[src/fws_pkg.sv]
// Shared constants and carrier types for the flash status-polling controller.
// Assumes a 50 MHz pclk and a byte-wide parallel NOR flash on the far side.
package fws_pkg;

  // Clock and bus timing
  localparam int CLK_PERIOD_NS = 20;
  localparam int T_READ_NS = 120;
  localparam int T_WRITE_PULSE_NS = 50;
  localparam int T_RECOVER_NS = 30;
  localparam int SYNC_STAGES = 2;
  localparam int READ_CYCLES = (T_READ_NS + CLK_PERIOD_NS - 1) / CLK_PERIOD_NS + SYNC_STAGES;
  localparam int WRITE_CYCLES = (T_WRITE_PULSE_NS + CLK_PERIOD_NS - 1) / CLK_PERIOD_NS;
  localparam int RECOVER_CYCLES = (T_RECOVER_NS + CLK_PERIOD_NS - 1) / CLK_PERIOD_NS;
  localparam int CNT_W = 4;

  // Flash geometry and status bit positions
  localparam int ADDR_W = 20;
  localparam int DATA_W = 8;
  localparam int BIT_TOGGLE_ONE = 6;
  localparam int BIT_TIMEOUT = 5;
  localparam int BIT_ERASE_TIMER = 3;
  localparam logic [7:0] CMD_RESET = 8'hF0;
  localparam logic [7:0] CMD_SECTOR_ERASE = 8'h30;

  // APB register map (byte offsets)
  localparam logic [7:0] OFS_CTRL = 8'h00;
  localparam logic [7:0] OFS_ADDR = 8'h04;
  localparam logic [7:0] OFS_WDATA = 8'h08;
  localparam logic [7:0] OFS_STATUS = 8'h0C;
  localparam logic [2:0] CTRL_RESET_VAL = 3'h0;
  localparam logic [19:0] ADDR_RESET_VAL = 20'h00000;
  localparam logic [7:0] WDATA_RESET_VAL = 8'h00;

  // STATUS field positions
  localparam int ST_BUSY = 0;
  localparam int ST_DONE = 1;
  localparam int ST_PASS = 2;
  localparam int ST_FAIL = 3;
  localparam int ST_READY = 4;
  localparam int ST_ACCEPT = 5;
  localparam int ST_RDATA_LSB = 8;

  // Operation codes written to CTRL
  localparam logic [2:0] OP_NONE = 3'h0;
  localparam logic [2:0] OP_READ = 3'h1;
  localparam logic [2:0] OP_WRITE = 3'h2;
  localparam logic [2:0] OP_POLL = 3'h3;
  localparam logic [2:0] OP_RESET = 3'h4;
  localparam logic [2:0] OP_SECTOR_ADD = 3'h5;

  // Flash-side strobes and buses
  typedef struct packed {
    logic chip_select_n;
    logic output_strobe_n;
    logic write_strobe_n;
    logic [ADDR_W-1:0] addr;
    logic [DATA_W-1:0] data_out;
    logic data_oe;
  } fws_pins_type;

  // One bus cycle request
  typedef struct packed {
    logic write;
    logic [ADDR_W-1:0] addr;
    logic [DATA_W-1:0] wdata;
  } fws_req_type;

endpackage : fws_pkg

[src/fws_ctrl.sv]
// Host-side controller that runs reads, writes and status polling on a parallel
// NOR flash, with an APB register front end.
// Assumes an external pull-up on the shared ready/busy line and a 50 MHz pclk.
//
// Summary of operation
// - Host reads status twice and compares toggle_bit_one; equal means done.
// - Still toggling with timeout_flag high: recheck; still toggling means failure.
// - Interrupted polling restarts from the first read.
// - After timeout_flag failure the host writes the reset command.
// - Host may skip erase_timer_bit only if commands come under 50 us apart.
// - Host checks erase_timer_bit before and after each added sector command.
// - Reset command is one write of F0 to any address.
//
// Decided for this implementation: the APB interface to the registers and the placing of the registers.
`timescale 1ns/10ps
`default_nettype none
module fws_ctrl
  import fws_pkg::*;
(
  // Clock and reset
  input wire logic pclk,
  input wire logic presetn,
  // APB slave
  input wire logic psel,
  input wire logic penable,
  input wire logic pwrite,
  input wire logic [7:0] paddr,
  input wire logic [31:0] pwdata,
  output logic [31:0] prdata,
  output logic pready,
  output logic pslverr,
  // Flash strobes and address
  output logic chip_select_n,
  output logic output_strobe_n,
  output logic write_strobe_n,
  output logic [ADDR_W-1:0] flash_addr,
  // Flash data lines, two-way
  input wire logic [DATA_W-1:0] data_lines_in,
  output logic [DATA_W-1:0] data_lines_out,
  output logic data_lines_oe,
  // Shared open-drain ready line, sampled only
  input wire logic ready_busy_n
);

  typedef enum logic [3:0] {
    S_IDLE, S_READ, S_WRITE, S_POLL_FIRST, S_POLL_SECOND, S_POLL_RECHECK,
    S_RESET_WRITE, S_SECT_PRE, S_SECT_WRITE, S_SECT_POST
  } fws_state_type;

  function automatic logic mapped(input logic [7:0] a);
    mapped = (a == OFS_CTRL) || (a == OFS_ADDR) || (a == OFS_WDATA) || (a == OFS_STATUS);
  endfunction : mapped

  fws_state_type state_reg;
  logic [2:0] op_reg;
  logic [ADDR_W-1:0] addr_reg;
  logic [DATA_W-1:0] wdata_reg;
  logic [DATA_W-1:0] rdata_reg;
  logic [DATA_W-1:0] first_reg;
  logic busy_reg;
  logic done_reg;
  logic pass_reg;
  logic fail_reg;
  logic accept_reg;
  logic issue_reg;
  logic fail_pending_reg;
  fws_req_type req_reg;

  logic setup_phase;
  logic access_phase;
  logic cmd_write;
  logic cyc_done;
  logic [DATA_W-1:0] cyc_rdata;
  logic [DATA_W:0] sync_out;
  logic ready_sync;
  logic [DATA_W-1:0] data_sync;
  fws_pins_type pins;

  // Pin inputs cross into pclk through two flops
  fws_sync #(
    .WIDTH(DATA_W + 1)
  ) u_sync (
    .pclk(pclk),
    .presetn(presetn),
    .async_in({ready_busy_n, data_lines_in}),
    .sync_out(sync_out)
  );
  assign ready_sync = sync_out[DATA_W];
  assign data_sync = sync_out[DATA_W-1:0];

  fws_cycle u_cycle (
    .pclk(pclk),
    .presetn(presetn),
    .start(issue_reg),
    .req(req_reg),
    .done(cyc_done),
    .rdata(cyc_rdata),
    .data_in(data_sync),
    .pins(pins)
  );

  assign chip_select_n = pins.chip_select_n;
  assign output_strobe_n = pins.output_strobe_n;
  assign write_strobe_n = pins.write_strobe_n;
  assign flash_addr = pins.addr;
  assign data_lines_out = pins.data_out;
  assign data_lines_oe = pins.data_oe;

  // APB handshake: zero wait states, read data captured in setup
  assign setup_phase = psel && !penable;
  assign access_phase = psel && penable;
  assign pready = access_phase;
  assign pslverr = access_phase && (!mapped(paddr) || (pwrite && paddr == OFS_CTRL && busy_reg));
  assign cmd_write = access_phase && pwrite && paddr == OFS_CTRL && !busy_reg;

  always_ff @(posedge pclk or negedge presetn) begin
    if (!presetn) begin
      prdata <= '0;
    end else if (setup_phase && !pwrite) begin
      case (paddr)
        OFS_CTRL: prdata <= {29'h0000000, op_reg};
        OFS_ADDR: prdata <= {12'h000, addr_reg};
        OFS_WDATA: prdata <= {24'h000000, wdata_reg};
        OFS_STATUS: begin
          prdata <= '0;
          prdata[ST_BUSY] <= busy_reg;
          prdata[ST_DONE] <= done_reg;
          prdata[ST_PASS] <= pass_reg;
          prdata[ST_FAIL] <= fail_reg;
          prdata[ST_READY] <= ready_sync;
          prdata[ST_ACCEPT] <= accept_reg;
          prdata[ST_RDATA_LSB +: DATA_W] <= rdata_reg;
        end
        default: prdata <= '0;
      endcase
    end
  end

  // Software-written parameters
  always_ff @(posedge pclk or negedge presetn) begin
    if (!presetn) begin
      addr_reg <= ADDR_RESET_VAL;
      wdata_reg <= WDATA_RESET_VAL;
    end else if (access_phase && pwrite) begin
      if (paddr == OFS_ADDR) begin
        addr_reg <= pwdata[ADDR_W-1:0];
      end
      if (paddr == OFS_WDATA) begin
        wdata_reg <= pwdata[DATA_W-1:0];
      end
    end
  end

  // Operation sequencer
  always_ff @(posedge pclk or negedge presetn) begin
    if (!presetn) begin
      state_reg <= S_IDLE;
      op_reg <= CTRL_RESET_VAL;
      busy_reg <= 1'b0;
      done_reg <= 1'b0;
      pass_reg <= 1'b0;
      fail_reg <= 1'b0;
      accept_reg <= 1'b0;
      issue_reg <= 1'b0;
      fail_pending_reg <= 1'b0;
      rdata_reg <= '0;
      first_reg <= '0;
      req_reg <= '0;
    end else begin
      issue_reg <= 1'b0;
      case (state_reg)
        S_IDLE: begin
          if (cmd_write) begin
            op_reg <= pwdata[2:0];
            done_reg <= 1'b0;
            pass_reg <= 1'b0;
            fail_reg <= 1'b0;
            accept_reg <= 1'b0;
            fail_pending_reg <= 1'b0;
            req_reg <= '{write: 1'b0, addr: addr_reg, wdata: wdata_reg};
            case (pwdata[2:0])
              OP_READ: begin
                state_reg <= S_READ;
                busy_reg <= 1'b1;
                issue_reg <= 1'b1;
              end
              OP_WRITE: begin
                req_reg.write <= 1'b1;
                state_reg <= S_WRITE;
                busy_reg <= 1'b1;
                issue_reg <= 1'b1;
              end
              OP_POLL: begin
                // Every new poll starts from the first read
                state_reg <= S_POLL_FIRST;
                busy_reg <= 1'b1;
                issue_reg <= 1'b1;
              end
              OP_RESET: begin
                req_reg <= '{write: 1'b1, addr: addr_reg, wdata: CMD_RESET};
                state_reg <= S_RESET_WRITE;
                busy_reg <= 1'b1;
                issue_reg <= 1'b1;
              end
              OP_SECTOR_ADD: begin
                state_reg <= S_SECT_PRE;
                busy_reg <= 1'b1;
                issue_reg <= 1'b1;
              end
              default: begin
                done_reg <= 1'b1;
              end
            endcase
          end
        end
        S_READ: begin
          if (cyc_done) begin
            rdata_reg <= cyc_rdata;
            pass_reg <= 1'b1;
            done_reg <= 1'b1;
            busy_reg <= 1'b0;
            state_reg <= S_IDLE;
          end
        end
        S_WRITE: begin
          if (cyc_done) begin
            pass_reg <= 1'b1;
            done_reg <= 1'b1;
            busy_reg <= 1'b0;
            state_reg <= S_IDLE;
          end
        end
        S_POLL_FIRST: begin
          if (cyc_done) begin
            first_reg <= cyc_rdata;
            issue_reg <= 1'b1;
            state_reg <= S_POLL_SECOND;
          end
        end
        S_POLL_SECOND: begin
          if (cyc_done) begin
            rdata_reg <= cyc_rdata;
            if (cyc_rdata[BIT_TOGGLE_ONE] == first_reg[BIT_TOGGLE_ONE]) begin
              pass_reg <= 1'b1;
              done_reg <= 1'b1;
              busy_reg <= 1'b0;
              state_reg <= S_IDLE;
            end else if (cyc_rdata[BIT_TIMEOUT]) begin
              first_reg <= cyc_rdata;
              issue_reg <= 1'b1;
              state_reg <= S_POLL_RECHECK;
            end else begin
              issue_reg <= 1'b1;
              state_reg <= S_POLL_FIRST;
            end
          end
        end
        S_POLL_RECHECK: begin
          if (cyc_done) begin
            rdata_reg <= cyc_rdata;
            if (cyc_rdata[BIT_TOGGLE_ONE] == first_reg[BIT_TOGGLE_ONE]) begin
              pass_reg <= 1'b1;
              done_reg <= 1'b1;
              busy_reg <= 1'b0;
              state_reg <= S_IDLE;
            end else begin
              fail_pending_reg <= 1'b1;
              req_reg <= '{write: 1'b1, addr: addr_reg, wdata: CMD_RESET};
              issue_reg <= 1'b1;
              state_reg <= S_RESET_WRITE;
            end
          end
        end
        S_RESET_WRITE: begin
          if (cyc_done) begin
            fail_reg <= fail_pending_reg;
            pass_reg <= !fail_pending_reg;
            done_reg <= 1'b1;
            busy_reg <= 1'b0;
            state_reg <= S_IDLE;
          end
        end
        S_SECT_PRE: begin
          if (cyc_done) begin
            rdata_reg <= cyc_rdata;
            if (cyc_rdata[BIT_ERASE_TIMER]) begin
              // Erase already under way; further sector commands would be ignored
              fail_reg <= 1'b1;
              done_reg <= 1'b1;
              busy_reg <= 1'b0;
              state_reg <= S_IDLE;
            end else begin
              req_reg <= '{write: 1'b1, addr: addr_reg, wdata: CMD_SECTOR_ERASE};
              issue_reg <= 1'b1;
              state_reg <= S_SECT_WRITE;
            end
          end
        end
        S_SECT_WRITE: begin
          if (cyc_done) begin
            req_reg.write <= 1'b0;
            issue_reg <= 1'b1;
            state_reg <= S_SECT_POST;
          end
        end
        S_SECT_POST: begin
          if (cyc_done) begin
            rdata_reg <= cyc_rdata;
            accept_reg <= !cyc_rdata[BIT_ERASE_TIMER];
            pass_reg <= !cyc_rdata[BIT_ERASE_TIMER];
            fail_reg <= cyc_rdata[BIT_ERASE_TIMER];
            done_reg <= 1'b1;
            busy_reg <= 1'b0;
            state_reg <= S_IDLE;
          end
        end
        default: begin
          state_reg <= S_IDLE;
          busy_reg <= 1'b0;
        end
      endcase
    end
  end

endmodule : fws_ctrl
`default_nettype wire

[src/fws_sync.sv]
// Two-flop synchroniser for a group of pin inputs.
// Assumes the inputs are asynchronous to pclk.
`timescale 1ns/10ps
`default_nettype none
module fws_sync
  import fws_pkg::*;
#(
  parameter int WIDTH = 9
) (
  // Clock and reset
  input wire logic pclk,
  input wire logic presetn,
  // Data
  input wire logic [WIDTH-1:0] async_in,
  output logic [WIDTH-1:0] sync_out
);

  genvar g;
  generate
    for (g = 0; g < WIDTH; g++) begin : gen_bit
      logic meta_reg;
      logic stable_reg;
      always_ff @(posedge pclk or negedge presetn) begin
        if (!presetn) begin
          meta_reg <= 1'b0;
          stable_reg <= 1'b0;
        end else begin
          meta_reg <= async_in[g];
          stable_reg <= meta_reg;
        end
      end
      assign sync_out[g] = stable_reg;
    end
  endgenerate

endmodule : fws_sync
`default_nettype wire

[src/fws_cycle.sv]
// Single flash bus cycle engine: one read or one write per request.
// Assumes data_in is already synchronised; strobes are framed by chip select.
`timescale 1ns/10ps
`default_nettype none
module fws_cycle
  import fws_pkg::*;
(
  // Clock and reset
  input wire logic pclk,
  input wire logic presetn,
  // Request
  input wire logic start,
  input wire fws_req_type req,
  output logic done,
  output logic [DATA_W-1:0] rdata,
  // Flash side
  input wire logic [DATA_W-1:0] data_in,
  output fws_pins_type pins
);

  typedef enum logic [1:0] {CYC_IDLE, CYC_SETUP, CYC_PULSE, CYC_RECOVER} fws_cyc_type;

  fws_cyc_type state_reg;
  logic [CNT_W-1:0] cnt_reg;
  logic write_reg;

  always_ff @(posedge pclk or negedge presetn) begin
    if (!presetn) begin
      state_reg <= CYC_IDLE;
      cnt_reg <= '0;
      write_reg <= 1'b0;
      done <= 1'b0;
      rdata <= '0;
      pins <= '{chip_select_n: 1'b1, output_strobe_n: 1'b1, write_strobe_n: 1'b1,
                addr: '0, data_out: '0, data_oe: 1'b0};
    end else begin
      done <= 1'b0;
      case (state_reg)
        CYC_IDLE: begin
          if (start) begin
            write_reg <= req.write;
            pins.addr <= req.addr;
            pins.data_out <= req.wdata;
            pins.data_oe <= req.write;
            pins.chip_select_n <= 1'b0;
            state_reg <= CYC_SETUP;
          end
        end
        CYC_SETUP: begin
          pins.output_strobe_n <= write_reg;
          pins.write_strobe_n <= !write_reg;
          cnt_reg <= write_reg ? CNT_W'(WRITE_CYCLES - 1) : CNT_W'(READ_CYCLES - 1);
          state_reg <= CYC_PULSE;
        end
        CYC_PULSE: begin
          if (cnt_reg == '0) begin
            if (!write_reg) begin
              rdata <= data_in;
            end
            pins.output_strobe_n <= 1'b1;
            pins.write_strobe_n <= 1'b1;
            cnt_reg <= CNT_W'(RECOVER_CYCLES - 1);
            state_reg <= CYC_RECOVER;
          end else begin
            cnt_reg <= cnt_reg - 1'b1;
          end
        end
        CYC_RECOVER: begin
          // Chip select rises after the strobe so each read is a separate cycle
          pins.chip_select_n <= 1'b1;
          if (cnt_reg == '0) begin
            pins.data_oe <= 1'b0;
            done <= 1'b1;
            state_reg <= CYC_IDLE;
          end else begin
            cnt_reg <= cnt_reg - 1'b1;
          end
        end
        default: state_reg <= CYC_IDLE;
      endcase
    end
  end

endmodule : fws_cycle
`default_nettype wire

[config.mk]
export PLATFORM = sky130hd
export DESIGN_NAME = fws_ctrl
export DESIGN_NICKNAME = d
export VERILOG_FILES = /design/src/fws_pkg.sv /design/src/fws_ctrl.sv /design/src/fws_sync.sv /design/src/fws_cycle.sv
export SDC_FILE = /design/constraint.sdc
export NUM_CORES = 1
export LEC_CHECK = 0
export CORE_AREA = 5 5 134 136
export DETAILED_ROUTE_END_ITERATION = 8
export DIE_AREA = 0 0 139 141
export DONT_BUFFER_PORTS = 1
export GPL_ROUTABILITY_DRIVEN = 0
export PLACE_DENSITY = 0.63
export SLEW_MARGIN = 20
export SYNTH_ARGS = -nofsm -noshare
export SYNTH_HDL_FRONTEND = slang
export SYNTH_SLANG_ARGS = --single-unit
export TNS_END_PERCENT = 20
[constraint.sdc]
create_clock -name pclk -period 2.8 [get_ports pclk]
set_clock_uncertainty 0.1 [all_clocks]
set_input_delay 0.56 -clock pclk [delete_from_list [all_inputs] [get_ports pclk]]
set_output_delay 0.56 -clock pclk [all_outputs]
set_load 0.01 [all_outputs]
Word-level counts from Yosys, hierarchy flattened --
Index checks and enable logic that the tools add are counted.
Storage, ports and cells: register bits after elaboration 184, input port bits 54, output and inout bits 66, word-level logic and storage cells 235
Cells by class: add/sub/neg operators 1, eq/ne operators 44, mux-type cells 79, bitwise gates (word level) 2, reductions and logical operators 63
Operators by type and width (count):
- 29-bit 2-to-1 mux | 5
- 28-bit case mux with 3 select lines | 1
- 20-bit case mux with 4 select lines | 1
- 4-bit 2-to-1 mux | 10
- 1-bit 2-to-1 mux | 34
- 2-bit by 1-bit inequality test with 1-bit output (second input constant) | 15
- 7-bit 2-to-1 mux | 4
- 4-bit case mux with 7 select lines | 1
- 7-bit AND reduction | 3
- 4-bit case mux with 5 select lines | 1
- 4-bit by 3-bit equality test with 1-bit output (second input constant) | 4
- 8-bit by 4-bit equality test with 1-bit output (second input constant) | 2
- 1-bit case mux with 4 select lines | 4
- 2-bit AND reduction | 8
- 8-bit AND reduction | 2
- 2-bit inequality test (second input constant) | 7
- 7-bit case mux with 2 select lines | 1
- 3-bit 2-to-1 mux | 4
- 4-bit case mux with 3 select lines | 1
- 3-bit AND reduction | 4
- 6-bit AND reduction | 2
- 4-bit nonzero test | 3
- 1-bit case mux with 5 select lines | 2
- 2-bit nonzero test | 5
- other kinds (31) | 65

Longest topological paths before layout --
Gate-level depths: netlist (run 1).
depth after elaboration 7, gate-level depth with buffers 7

Modules after synthesis --
Synthesis (run 1) repeated with hierarchy kept, for this count alone.
Second synthesis, totals: cell total of the unflattened synthesis 589, area total of the unflattened synthesis 7473.4 sq um
By module, submodules not included:
- fws_ctrl | instances 1, cells an instance 412, area each 4882.2 sq um
- fws_cycle | instances 1, cells an instance 150, area each 2073.2 sq um
- fws_sync | instances 1, cells an instance 27, area each 518.0 sq um

Least setup slack after synthesis (run 1) --
No wires, ideal clock.
path type in2reg, start point input port paddr[3], end point register req_reg[16] (netlist bit), library setup time 0.125 ns, arrival time 1.935 ns, required time 2.575 ns, setup slack 0.640 ns, stages on the path 7, buffers on the path 2, path through buf_2 nor3_1 nand4_2 a2bb2oi_4 nand2_4 buf_6 mux2_4
On the way: cells in the longest elaborated chain, start to end 5
Ends and longest elaborated chain:
- start, declared | RTL line fws_ctrl.sv:27 | input wire logic [7:0] paddr,
- 8-bit logical NOT | RTL line fws_ctrl.sv:114 | assign cmd_write = access_phase && pwrite && paddr == OFS_CTRL && !busy_reg;
- 1-bit logical AND (2 in series) | RTL line fws_ctrl.sv:114
- 2-bit inequality test (no line)
- 6-bit AND reduction (no line)
- end signal, assigned | RTL line fws_ctrl.sv:180 | req_reg <= '{write: 1'b0, addr: addr_reg, wdata: wdata_reg};
- end signal, assigned | RTL line fws_ctrl.sv:200 | req_reg <= '{write: 1'b1, addr: addr_reg, wdata: CMD_RESET};
- end signal, assigned | RTL line fws_ctrl.sv:268 | req_reg <= '{write: 1'b1, addr: addr_reg, wdata: CMD_RESET};
- end, declared | RTL line fws_ctrl.sv:67 | fws_req_type req_reg;
Every way passes these cells. A chain may end at the register's enable or synchronous reset.

Worst setup path in the final report (run 1) --
start point register state_reg[2], end point register req_reg[11] (netlist bit)
On the way: cells in the longest elaborated chain, start to end 3, elaborated cells on any way between the ends 11
Ends and longest elaborated chain:
- start, declared | RTL line fws_ctrl.sv:54 | fws_state_type state_reg;
- start signal, assigned | RTL line fws_ctrl.sv:157 | state_reg <= S_IDLE;
- start signal, assigned | RTL line fws_ctrl.sv:183 | state_reg <= S_READ;
- start signal, assigned | RTL line fws_ctrl.sv:189 | state_reg <= S_WRITE;
- 4-bit by 3-bit equality test with 1-bit output / 4-bit logical NOT (equally long branches) | RTL line fws_ctrl.sv:171 | case (state_reg)
- 2-bit inequality test (no line) (tied with other cells)
- 6-bit AND reduction (no line)
Several ways; a longest one is shown, not always the timed one.

==> flow_results.xml, run 1 <==
<?xml version="1.0" encoding="UTF-8"?>
<metrics>
  <group name="synthesis">
    <metric name="ys_ff_latch" unit="">166</metric>
    <metric name="portion_of_the_post_synthesis_area_used_by_sequential_elements" unit="%">57.2</metric>
    <metric name="yosys.area.top_type_share" unit="%">56.1</metric>
    <metric name="most_area_consuming_cells_after_synthesis" unit="">dfrtp_1 (56%), mux2_2 (13%), o21ai_0 (2.7%)</metric>
    <metric name="post-synth-top-count-cell" unit="">dfrtp_1</metric>
    <metric name="synth_top_cells_by_count" unit="">dfrtp_1 (163), mux2_2 (84), nand2_1 (40)</metric>
    <metric name="async_reset_ff_share" unit="%">100</metric>
    <metric name="postSynth.topFlopCell" unit="">dfrtp_1</metric>
    <metric name="synth_warnings" unit="">0</metric>
    <metric name="synth_enable_flop_cells" unit="">0</metric>
    <metric name="synth_area_per_cell" unit="um^2">12.6</metric>
    <metric name="yosysTopAreaCell" unit="">dfrtp_1</metric>
    <metric name="synthesis.instances" unit="">577</metric>
    <metric name="cell_area_after_synthesis" unit="mm^2">0.00727</metric>
    <metric name="synth_cell_types" unit="">61</metric>
  </group>
  <group name="critical_path">
    <metric name="cp_data_required_time" unit="ns">3.01</metric>
    <metric name="cp-start-kind" unit="">flip-flop</metric>
    <metric name="timing.critical_path.slowest_cell_delay" unit="ns">0.51</metric>
    <metric name="timing.critical_path.slowest_stage_cell" unit="">or3_1</metric>
    <metric name="worst_endpoint_data_arrival_time" unit="ns">2.62</metric>
    <metric name="crit_path_max_fanout" unit="">28</metric>
    <metric name="crit_type" unit="">reg -&gt; reg</metric>
    <metric name="timing.rr.start" unit="">state_reg[2]</metric>
    <metric name="timing.critical_path.buf_inv" unit="">0</metric>
    <metric name="cp-end-kind" unit="">flip-flop</metric>
    <metric name="cp-startpoint" unit="">state_reg[2]</metric>
    <metric name="gate_family_responsible_for_the_most_delay_along_the_worst_path" unit="">simple AND/OR/NAND/NOR gates</metric>
    <metric name="critical_path.cell_chain" unit="">or3_1 -&gt; nor2_4 -&gt; a2bb2oi_4 -&gt; nand2_4 -&gt; mux2_2</metric>
  </group>
  <group name="timing">
    <metric name="setup_viol_count_final" unit="">0</metric>
    <metric name="worst_pin_slew" unit="ns">0.614</metric>
    <metric name="achievable-frequency" unit="MHz">416</metric>
    <metric name="fin_crit" unit="ns">2.40</metric>
    <metric name="relative_slew_slack" unit="%">59.1</metric>
    <metric name="grt_setup_unrepaired" unit="">false</metric>
    <metric name="finalSetupTns" unit="ns">0</metric>
    <metric name="final-max-slew-violation-count" unit="">0</metric>
    <metric name="report.final.hold_viol_count" unit="">166</metric>
    <metric name="setup_slack" unit="ns">0.398</metric>
    <metric name="min_period_over_period" unit="%">85.8</metric>
    <metric name="hold_ws" unit="ns">-0.270</metric>
  </group>
  <group name="clock_tree">
    <metric name="cts_inserted_buffers" unit="">17</metric>
    <metric name="post_cts_repair_setup_buffers" unit="">0</metric>
    <metric name="cts_root_buf" unit="">clkbuf_16</metric>
    <metric name="clock_tree_from_tritoncts" unit="">yes</metric>
    <metric name="source_to_sink_clock_delay_at_the_later_pin_of_the_worst_skew_pair" unit="ns">0.43</metric>
    <metric name="cts_resized" unit="">0</metric>
    <metric name="cts.reportedPaths.clkPinSlew" unit="ns">0.07</metric>
    <metric name="numClockSinks" unit="">166</metric>
    <metric name="cts-htree-levels" unit="">4</metric>
    <metric name="clk_path_buf_depth" unit="">2</metric>
  </group>
  <group name="run_status">
    <metric name="status" unit="">complete, but fails checks</metric>
    <metric name="violated_checks" unit="">hold timing</metric>
  </group>
  <group name="die">
    <metric name="initial_utilization" unit="%">43.2</metric>
    <metric name="ios" unit="">120</metric>
    <metric name="die_width" unit="um">139</metric>
    <metric name="dieHeight" unit="um">141</metric>
    <metric name="die_area" unit="mm^2">0.0196</metric>
    <metric name="coreArea" unit="mm^2">0.0168</metric>
    <metric name="rows" unit="">48</metric>
  </group>
  <group name="power">
    <metric name="worst_ir_drop_vdd" unit="mV">0.589</metric>
    <metric name="powerDensity" unit="mW/mm^2">888</metric>
    <metric name="leakage" unit="uW">0.00381</metric>
  </group>
  <group name="routing">
    <metric name="detail_route.wirelength" unit="mm">15.6</metric>
    <metric name="route.vias.total" unit="">4464</metric>
    <metric name="drt-wirelength-per-cell" unit="um">19.1</metric>
    <metric name="final_antenna_net_count" unit="">0</metric>
    <metric name="initialDrtViolationCount" unit="">285</metric>
    <metric name="viasPerCell" unit="">5.48</metric>
    <metric name="dr.pass1.iters" unit="">5</metric>
    <metric name="route.detailed.drc" unit="">0</metric>
  </group>
  <group name="placement">
    <metric name="numPortBuffers" unit="">0</metric>
    <metric name="place_ws" unit="ns">0.321</metric>
    <metric name="detailed_place_hpwl" unit="mm">11.0</metric>
    <metric name="placement_stage_cell_area" unit="mm^2">0.00746</metric>
  </group>
  <group name="global_routing">
    <metric name="grt_start_max_net_pins" unit="">167</metric>
    <metric name="grt_pass1_wl" unit="mm">25.2</metric>
    <metric name="global_route.usage.total" unit="%">16.3</metric>
    <metric name="global_route_total_overflow" unit="">0</metric>
    <metric name="antenna_found_initial" unit="">1</metric>
    <metric name="via_count_of_the_first_global_routing_pass" unit="">4576</metric>
  </group>
  <group name="worst_hold_path">
    <metric name="hold_path_class" unit="">in -&gt; async</metric>
  </group>
  <group name="cells_and_area">
    <metric name="final_net_count" unit="">639</metric>
    <metric name="share_of_post_route_cells_with_drive_strength_above_1" unit="%">26.9</metric>
    <metric name="final_cell_area" unit="mm^2">0.00805</metric>
    <metric name="synthToLayoutAreaGrowth" unit="%">10.7</metric>
    <metric name="largest_reg_flops" unit="">32</metric>
    <metric name="number_of_fill_cells" unit="">1517</metric>
    <metric name="antenna_cells_inserted" unit="">0</metric>
  </group>
  <group name="run">
    <metric name="max_cap_viol_count" unit="">0</metric>
  </group>
</metrics>
==> worst reg2reg max path, stage by stage (launching register included) <==
cell and delay (ns):
dfrtp_1 0.48, or3_1 0.51, nor2_4 0.27, a2bb2oi_4 0.12
nand2_4 0.39, mux2_2 0.41
==> power breakdown <==
group / total (uW) / internal (uW) / switching, uW
logic: 1830 / 807 / 1020
clock network: 2300 / 1270 / 1030
registers: 3020 / 2740 / 276
==> cells in the final DEF, fill, tap and decap left out, types with 5 or more instances in the layout <==
master     instances
a21oi_1           13
a22o_1             8
a22oi_1            6
and2_1             7
buf_4             11
clkbuf_16         17
conb_1            12
dfrtp_1          163
ha_1               8
inv_1             20
inv_6              5
mux2_2            84
mux2_4            12
mux2i_1           18
nand2_1           40
nand3_1           12
nor2_1            19
nor3_1             7
o21ai_0           39
o22ai_1            7
==> final timing paths <==
path	endpoint	slack, ns	cells after the start
max	req_reg[11]	0.40	5
min	u_cycle.pins[19]	-0.27	0
max reg2reg	req_reg[11]	0.40	5
min reg2reg	u_sync.gen_bit[6].stable_reg	0.25	0
max in group asynchronous	u_cycle.pins[29]	2.62	0
min in group pclk	u_sync.gen_bit[0].meta_reg	0.06	0
==> logic make-up after synthesis <==
family          after synthesis  share of synthesized area, %
simple gates                114                          8.14
flops                       166                          57.2
buf+inv                      61                          4.04
fa+ha+maj                     8                          1.38
xor+xnor                      2                         0.241
other cells                   1                        0.0516
mux                         117                          18.9
compound gates              108                          10.1
==> per-layer routing <==
layer	track usage [%]	wire, um	vias up
met5	0	11	-
met4	4.99	167	2
met3	7.33	1350	19
met2	24.8	7290	154
met1	21.1	6750	2243
li1	-	-	2046
==> metrics by stage <==
stage	hold WS (ns)	total power, uW	util (%)	cells
final	-0.270	7140	47.8	815
after global placement	0.170	4780	44.4	783
after global routing	-0.305	7550	47.8	815
after floorplan	0.164	4490	-	588
after detailed placement	0.169	4890	44.4	783
after CTS	-0.291	7210	47.8	815
==> cell type report <==
| cell class | count | area (um^2) | share of cell area [%] |
|---|---|---|---|
| repair buffers | 11 | 82.6 | 1.03 |
| well taps | 225 | 282 | 3.50 |
| inverters | 20 | 75.1 | 0.933 |
| clock buffers | 17 | 425 | 5.29 |
| flip-flops and latches | 166 | 4160 | 51.7 |
| clock inverters | 15 | 163 | 2.02 |
| multi-input cells | 361 | 2860 | 35.6 |
No activity file was read; power rests on OpenSTA's default activity.
==> run 2: changes to the inputs <==
--- a/config.mk
+++ b/config.mk
@@ -5,12 +5,13 @@
 export SDC_FILE = /design/constraint.sdc
 export NUM_CORES = 1
 export LEC_CHECK = 0
+export BUFFER_PORTS_ARGS = -buffer_cell sky130_fd_sc_hd__buf_2
 export CORE_AREA = 5 5 134 136
 export DETAILED_ROUTE_END_ITERATION = 8
 export DIE_AREA = 0 0 139 141
-export DONT_BUFFER_PORTS = 1
 export GPL_ROUTABILITY_DRIVEN = 0
-export PLACE_DENSITY = 0.63
+export PLACE_DENSITY = 0.69
+export SETUP_SLACK_MARGIN = 0.4
 export SLEW_MARGIN = 20
 export SYNTH_ARGS = -nofsm -noshare
 export SYNTH_HDL_FRONTEND = slang
==> run 2 against run 1 <==
  * The flow now finishes without violations
  * Flip-flop and latch count did not move
  * Count of clock-buffer cells in the layout rose by 1
  * Fmax rose by 8.8%
  * First-iteration DRC count fell by 1.8%
  * Power rose by 1.7%
  * Largest cell class unchanged
  * Largest power group unchanged
==> flow_results.xml, run 2 (same netlist as run 1, synthesis figures left out) <==
<?xml version="1.0" encoding="UTF-8"?>
<metrics>
  <group name="cells_and_area">
    <metric name="layout.cells.most_common_list" unit="">dfrtp_1 (163), buf_2 (94), mux2_2 (84)</metric>
    <metric name="synthToLayoutAreaGrowth" unit="%">18.1</metric>
    <metric name="antenna_cells_inserted" unit="">0</metric>
    <metric name="multi_input_comb_area" unit="mm^2">0.00287</metric>
    <metric name="final-seq-area" unit="mm^2">0.00416</metric>
    <metric name="final_net_count" unit="">741</metric>
    <metric name="final_cell_area" unit="mm^2">0.00859</metric>
    <metric name="number_of_fill_cells" unit="">1457</metric>
    <metric name="final_common_cell" unit="">dfrtp_1</metric>
    <metric name="finalCoreUtilization" unit="%">51.1</metric>
    <metric name="largest_reg_flops" unit="">32</metric>
    <metric name="share_of_post_route_cells_with_drive_strength_above_1" unit="%">37.6</metric>
  </group>
  <group name="timing">
    <metric name="achievable-frequency" unit="MHz">453</metric>
    <metric name="finalSetupTns" unit="ns">0</metric>
    <metric name="worst_pin_slew" unit="ns">0.578</metric>
    <metric name="report.final.hold_viol_count" unit="">0</metric>
    <metric name="grt_setup_unrepaired" unit="">false</metric>
    <metric name="relative_slew_slack" unit="%">61.4</metric>
    <metric name="setup_viol_count_final" unit="">0</metric>
    <metric name="final-max-slew-violation-count" unit="">0</metric>
    <metric name="fin_crit" unit="ns">2.21</metric>
    <metric name="min_period_over_period" unit="%">78.9</metric>
  </group>
  <group name="critical_path">
    <metric name="cp-end-kind" unit="">flip-flop</metric>
    <metric name="crit_path_max_fanout" unit="">28</metric>
    <metric name="worst_endpoint_data_arrival_time" unit="ns">2.41</metric>
    <metric name="timing.rr.end" unit="">req_reg[10]</metric>
    <metric name="critical_path.cell_chain" unit="">or3_1 -&gt; nor2_4 -&gt; a2bb2oi_4 -&gt; nand2_8 -&gt; mux2_2</metric>
    <metric name="timing.critical_path.buf_inv" unit="">0</metric>
    <metric name="crit_type" unit="">reg -&gt; reg</metric>
    <metric name="gate_family_responsible_for_the_most_delay_along_the_worst_path" unit="">simple AND/OR/NAND/NOR gates</metric>
    <metric name="cp-start-kind" unit="">flip-flop</metric>
    <metric name="cp_data_required_time" unit="ns">3.00</metric>
    <metric name="timing.critical_path.slowest_cell_delay" unit="ns">0.54</metric>
    <metric name="timing.critical_path.slowest_stage_cell" unit="">or3_1</metric>
    <metric name="r2r_slack" unit="ns">0.59</metric>
    <metric name="timing.rr.start" unit="">state_reg[0]</metric>
    <metric name="rr_worst_depth" unit="">5</metric>
  </group>
  <group name="worst_hold_path">
    <metric name="holdPathStages" unit="">1</metric>
    <metric name="min-delay-start" unit="">data_lines_in[4]</metric>
    <metric name="hold_path_class" unit="">in -&gt; reg</metric>
    <metric name="endpoint_of_the_worst_hold_path" unit="">u_sync.gen_bit[4].meta_reg</metric>
  </group>
  <group name="global_routing">
    <metric name="grt_pass1_wl" unit="mm">26.7</metric>
    <metric name="grt_start_max_net_pins" unit="">62</metric>
    <metric name="via_count_of_the_first_global_routing_pass" unit="">5111</metric>
    <metric name="global_route_total_overflow" unit="">0</metric>
    <metric name="global_route.usage.total" unit="%">17.0</metric>
    <metric name="antenna_found_initial" unit="">0</metric>
  </group>
  <group name="routing">
    <metric name="viasPerCell" unit="">5.30</metric>
    <metric name="initialDrtViolationCount" unit="">280</metric>
    <metric name="route.detailed.drc" unit="">0</metric>
    <metric name="final_antenna_net_count" unit="">0</metric>
    <metric name="drt-wirelength-per-cell" unit="um">17.6</metric>
    <metric name="route.vias.total" unit="">4857</metric>
    <metric name="detail_route.wirelength" unit="mm">16.2</metric>
    <metric name="dr.pass1.iters" unit="">5</metric>
  </group>
  <group name="die">
    <metric name="die_area" unit="mm^2">0.0196</metric>
    <metric name="die_width" unit="um">139</metric>
    <metric name="rows" unit="">48</metric>
    <metric name="dieHeight" unit="um">141</metric>
    <metric name="initial_utilization" unit="%">43.2</metric>
    <metric name="coreArea" unit="mm^2">0.0168</metric>
    <metric name="ios" unit="">120</metric>
  </group>
  <group name="power">
    <metric name="leakage" unit="uW">0.00429</metric>
    <metric name="worst_ir_drop_vdd" unit="mV">0.402</metric>
    <metric name="powerDensity" unit="mW/mm^2">845</metric>
  </group>
  <group name="run">
    <metric name="max_cap_viol_count" unit="">0</metric>
  </group>
  <group name="placement">
    <metric name="placement_stage_cell_area" unit="mm^2">0.00800</metric>
    <metric name="detailed_place_hpwl" unit="mm">11.7</metric>
    <metric name="numPortBuffers" unit="">95</metric>
  </group>
  <group name="clock_tree">
    <metric name="cts_root_buf" unit="">clkbuf_16</metric>
    <metric name="clk_path_buf_depth" unit="">2</metric>
    <metric name="source_to_sink_clock_delay_at_the_later_pin_of_the_worst_skew_pair" unit="ns">0.42</metric>
    <metric name="post_cts_repair_setup_buffers" unit="">0</metric>
    <metric name="clock_tree_from_tritoncts" unit="">yes</metric>
    <metric name="cts-htree-levels" unit="">4</metric>
    <metric name="cts.reportedPaths.clkPinSlew" unit="ns">0.07</metric>
    <metric name="numClockSinks" unit="">166</metric>
    <metric name="cts_inserted_buffers" unit="">17</metric>
  </group>
  <group name="run_status">
    <metric name="status" unit="">finished, final reports clean</metric>
  </group>
</metrics>
[run 2: cell count changes in the layout (fill, tap and decap cells not counted), sizes merged]
cell,before,now
clkinv,5,4
clkbuf,17,18
dlygate4sd3,0,1
bufinv,1,0
buf,11,112
inv,28,29
[run 2: cell type report]
cell class / instances / share of cell area (%)
clock buffer: 18 / 5.11
clock inverter: 14 / 1.57
inverter: 20 / 0.874
multi-input combinational: 361 / 33.4
sequential: 166 / 48.4
tap: 225 / 3.28
timing repair buffer: 113 / 7.36
[run 2: routing by layer]
layer / vias to the layer above / GRT usage (%) / wire length, um
li1: 2255 / - / -
met4: 0 / 5.72 / 283
met5: - / 0 / 0
met2: 171 / 27.1 / 7560
met1: 2404 / 22.9 / 7390
met3: 27 / 4.51 / 931
[run 2: how the worst max path moves through the flow]
stage,startpoint,end,slack (ns),cells after the start
after floorplan,paddr[3],req_reg[16],0.64,7
after global placement,paddr[5],req_reg[25],0.29,6
after detailed placement,paddr[5],req_reg[16],0.23,6
after CTS,state_reg[0],req_reg[10],0.45,5
after global routing,state_reg[0],req_reg[10],0.51,5
final,state_reg[0],req_reg[10],0.59,5
[run 2: power by group]
group / switching, uW / internal (uW) / total, uW
registers: 242 / 2740 / 2990
logic: 1150 / 868 / 2020
clock network: 1050 / 1200 / 2250
total: 2440 / 4820 / 7260
[run 2: what timing repair did]
| action | CTS | global route |
|---|---|---|
| hold endpoints to repair | 39 | 0 |
| hold buffers | 1 | 0 |
| endpoints found under the setup margin | 0 | 8 |
| gates resized for setup | 0 | 1 |
[run 2: through the flow]
stage / total power (uW) / std cells / setup slack [ns] / hold WS, ns
after global routing: 7660 / 917 / 0.513 / 0.115
after CTS: 7300 / 917 / 0.449 / 0.119
after detailed placement: 5030 / 884 / 0.232 / 0.235
final: 7260 / 917 / 0.592 / 0.137
after floorplan: 4490 / 588 / 0.640 / 0.164
after global placement: 4910 / 884 / 0.290 / 0.234
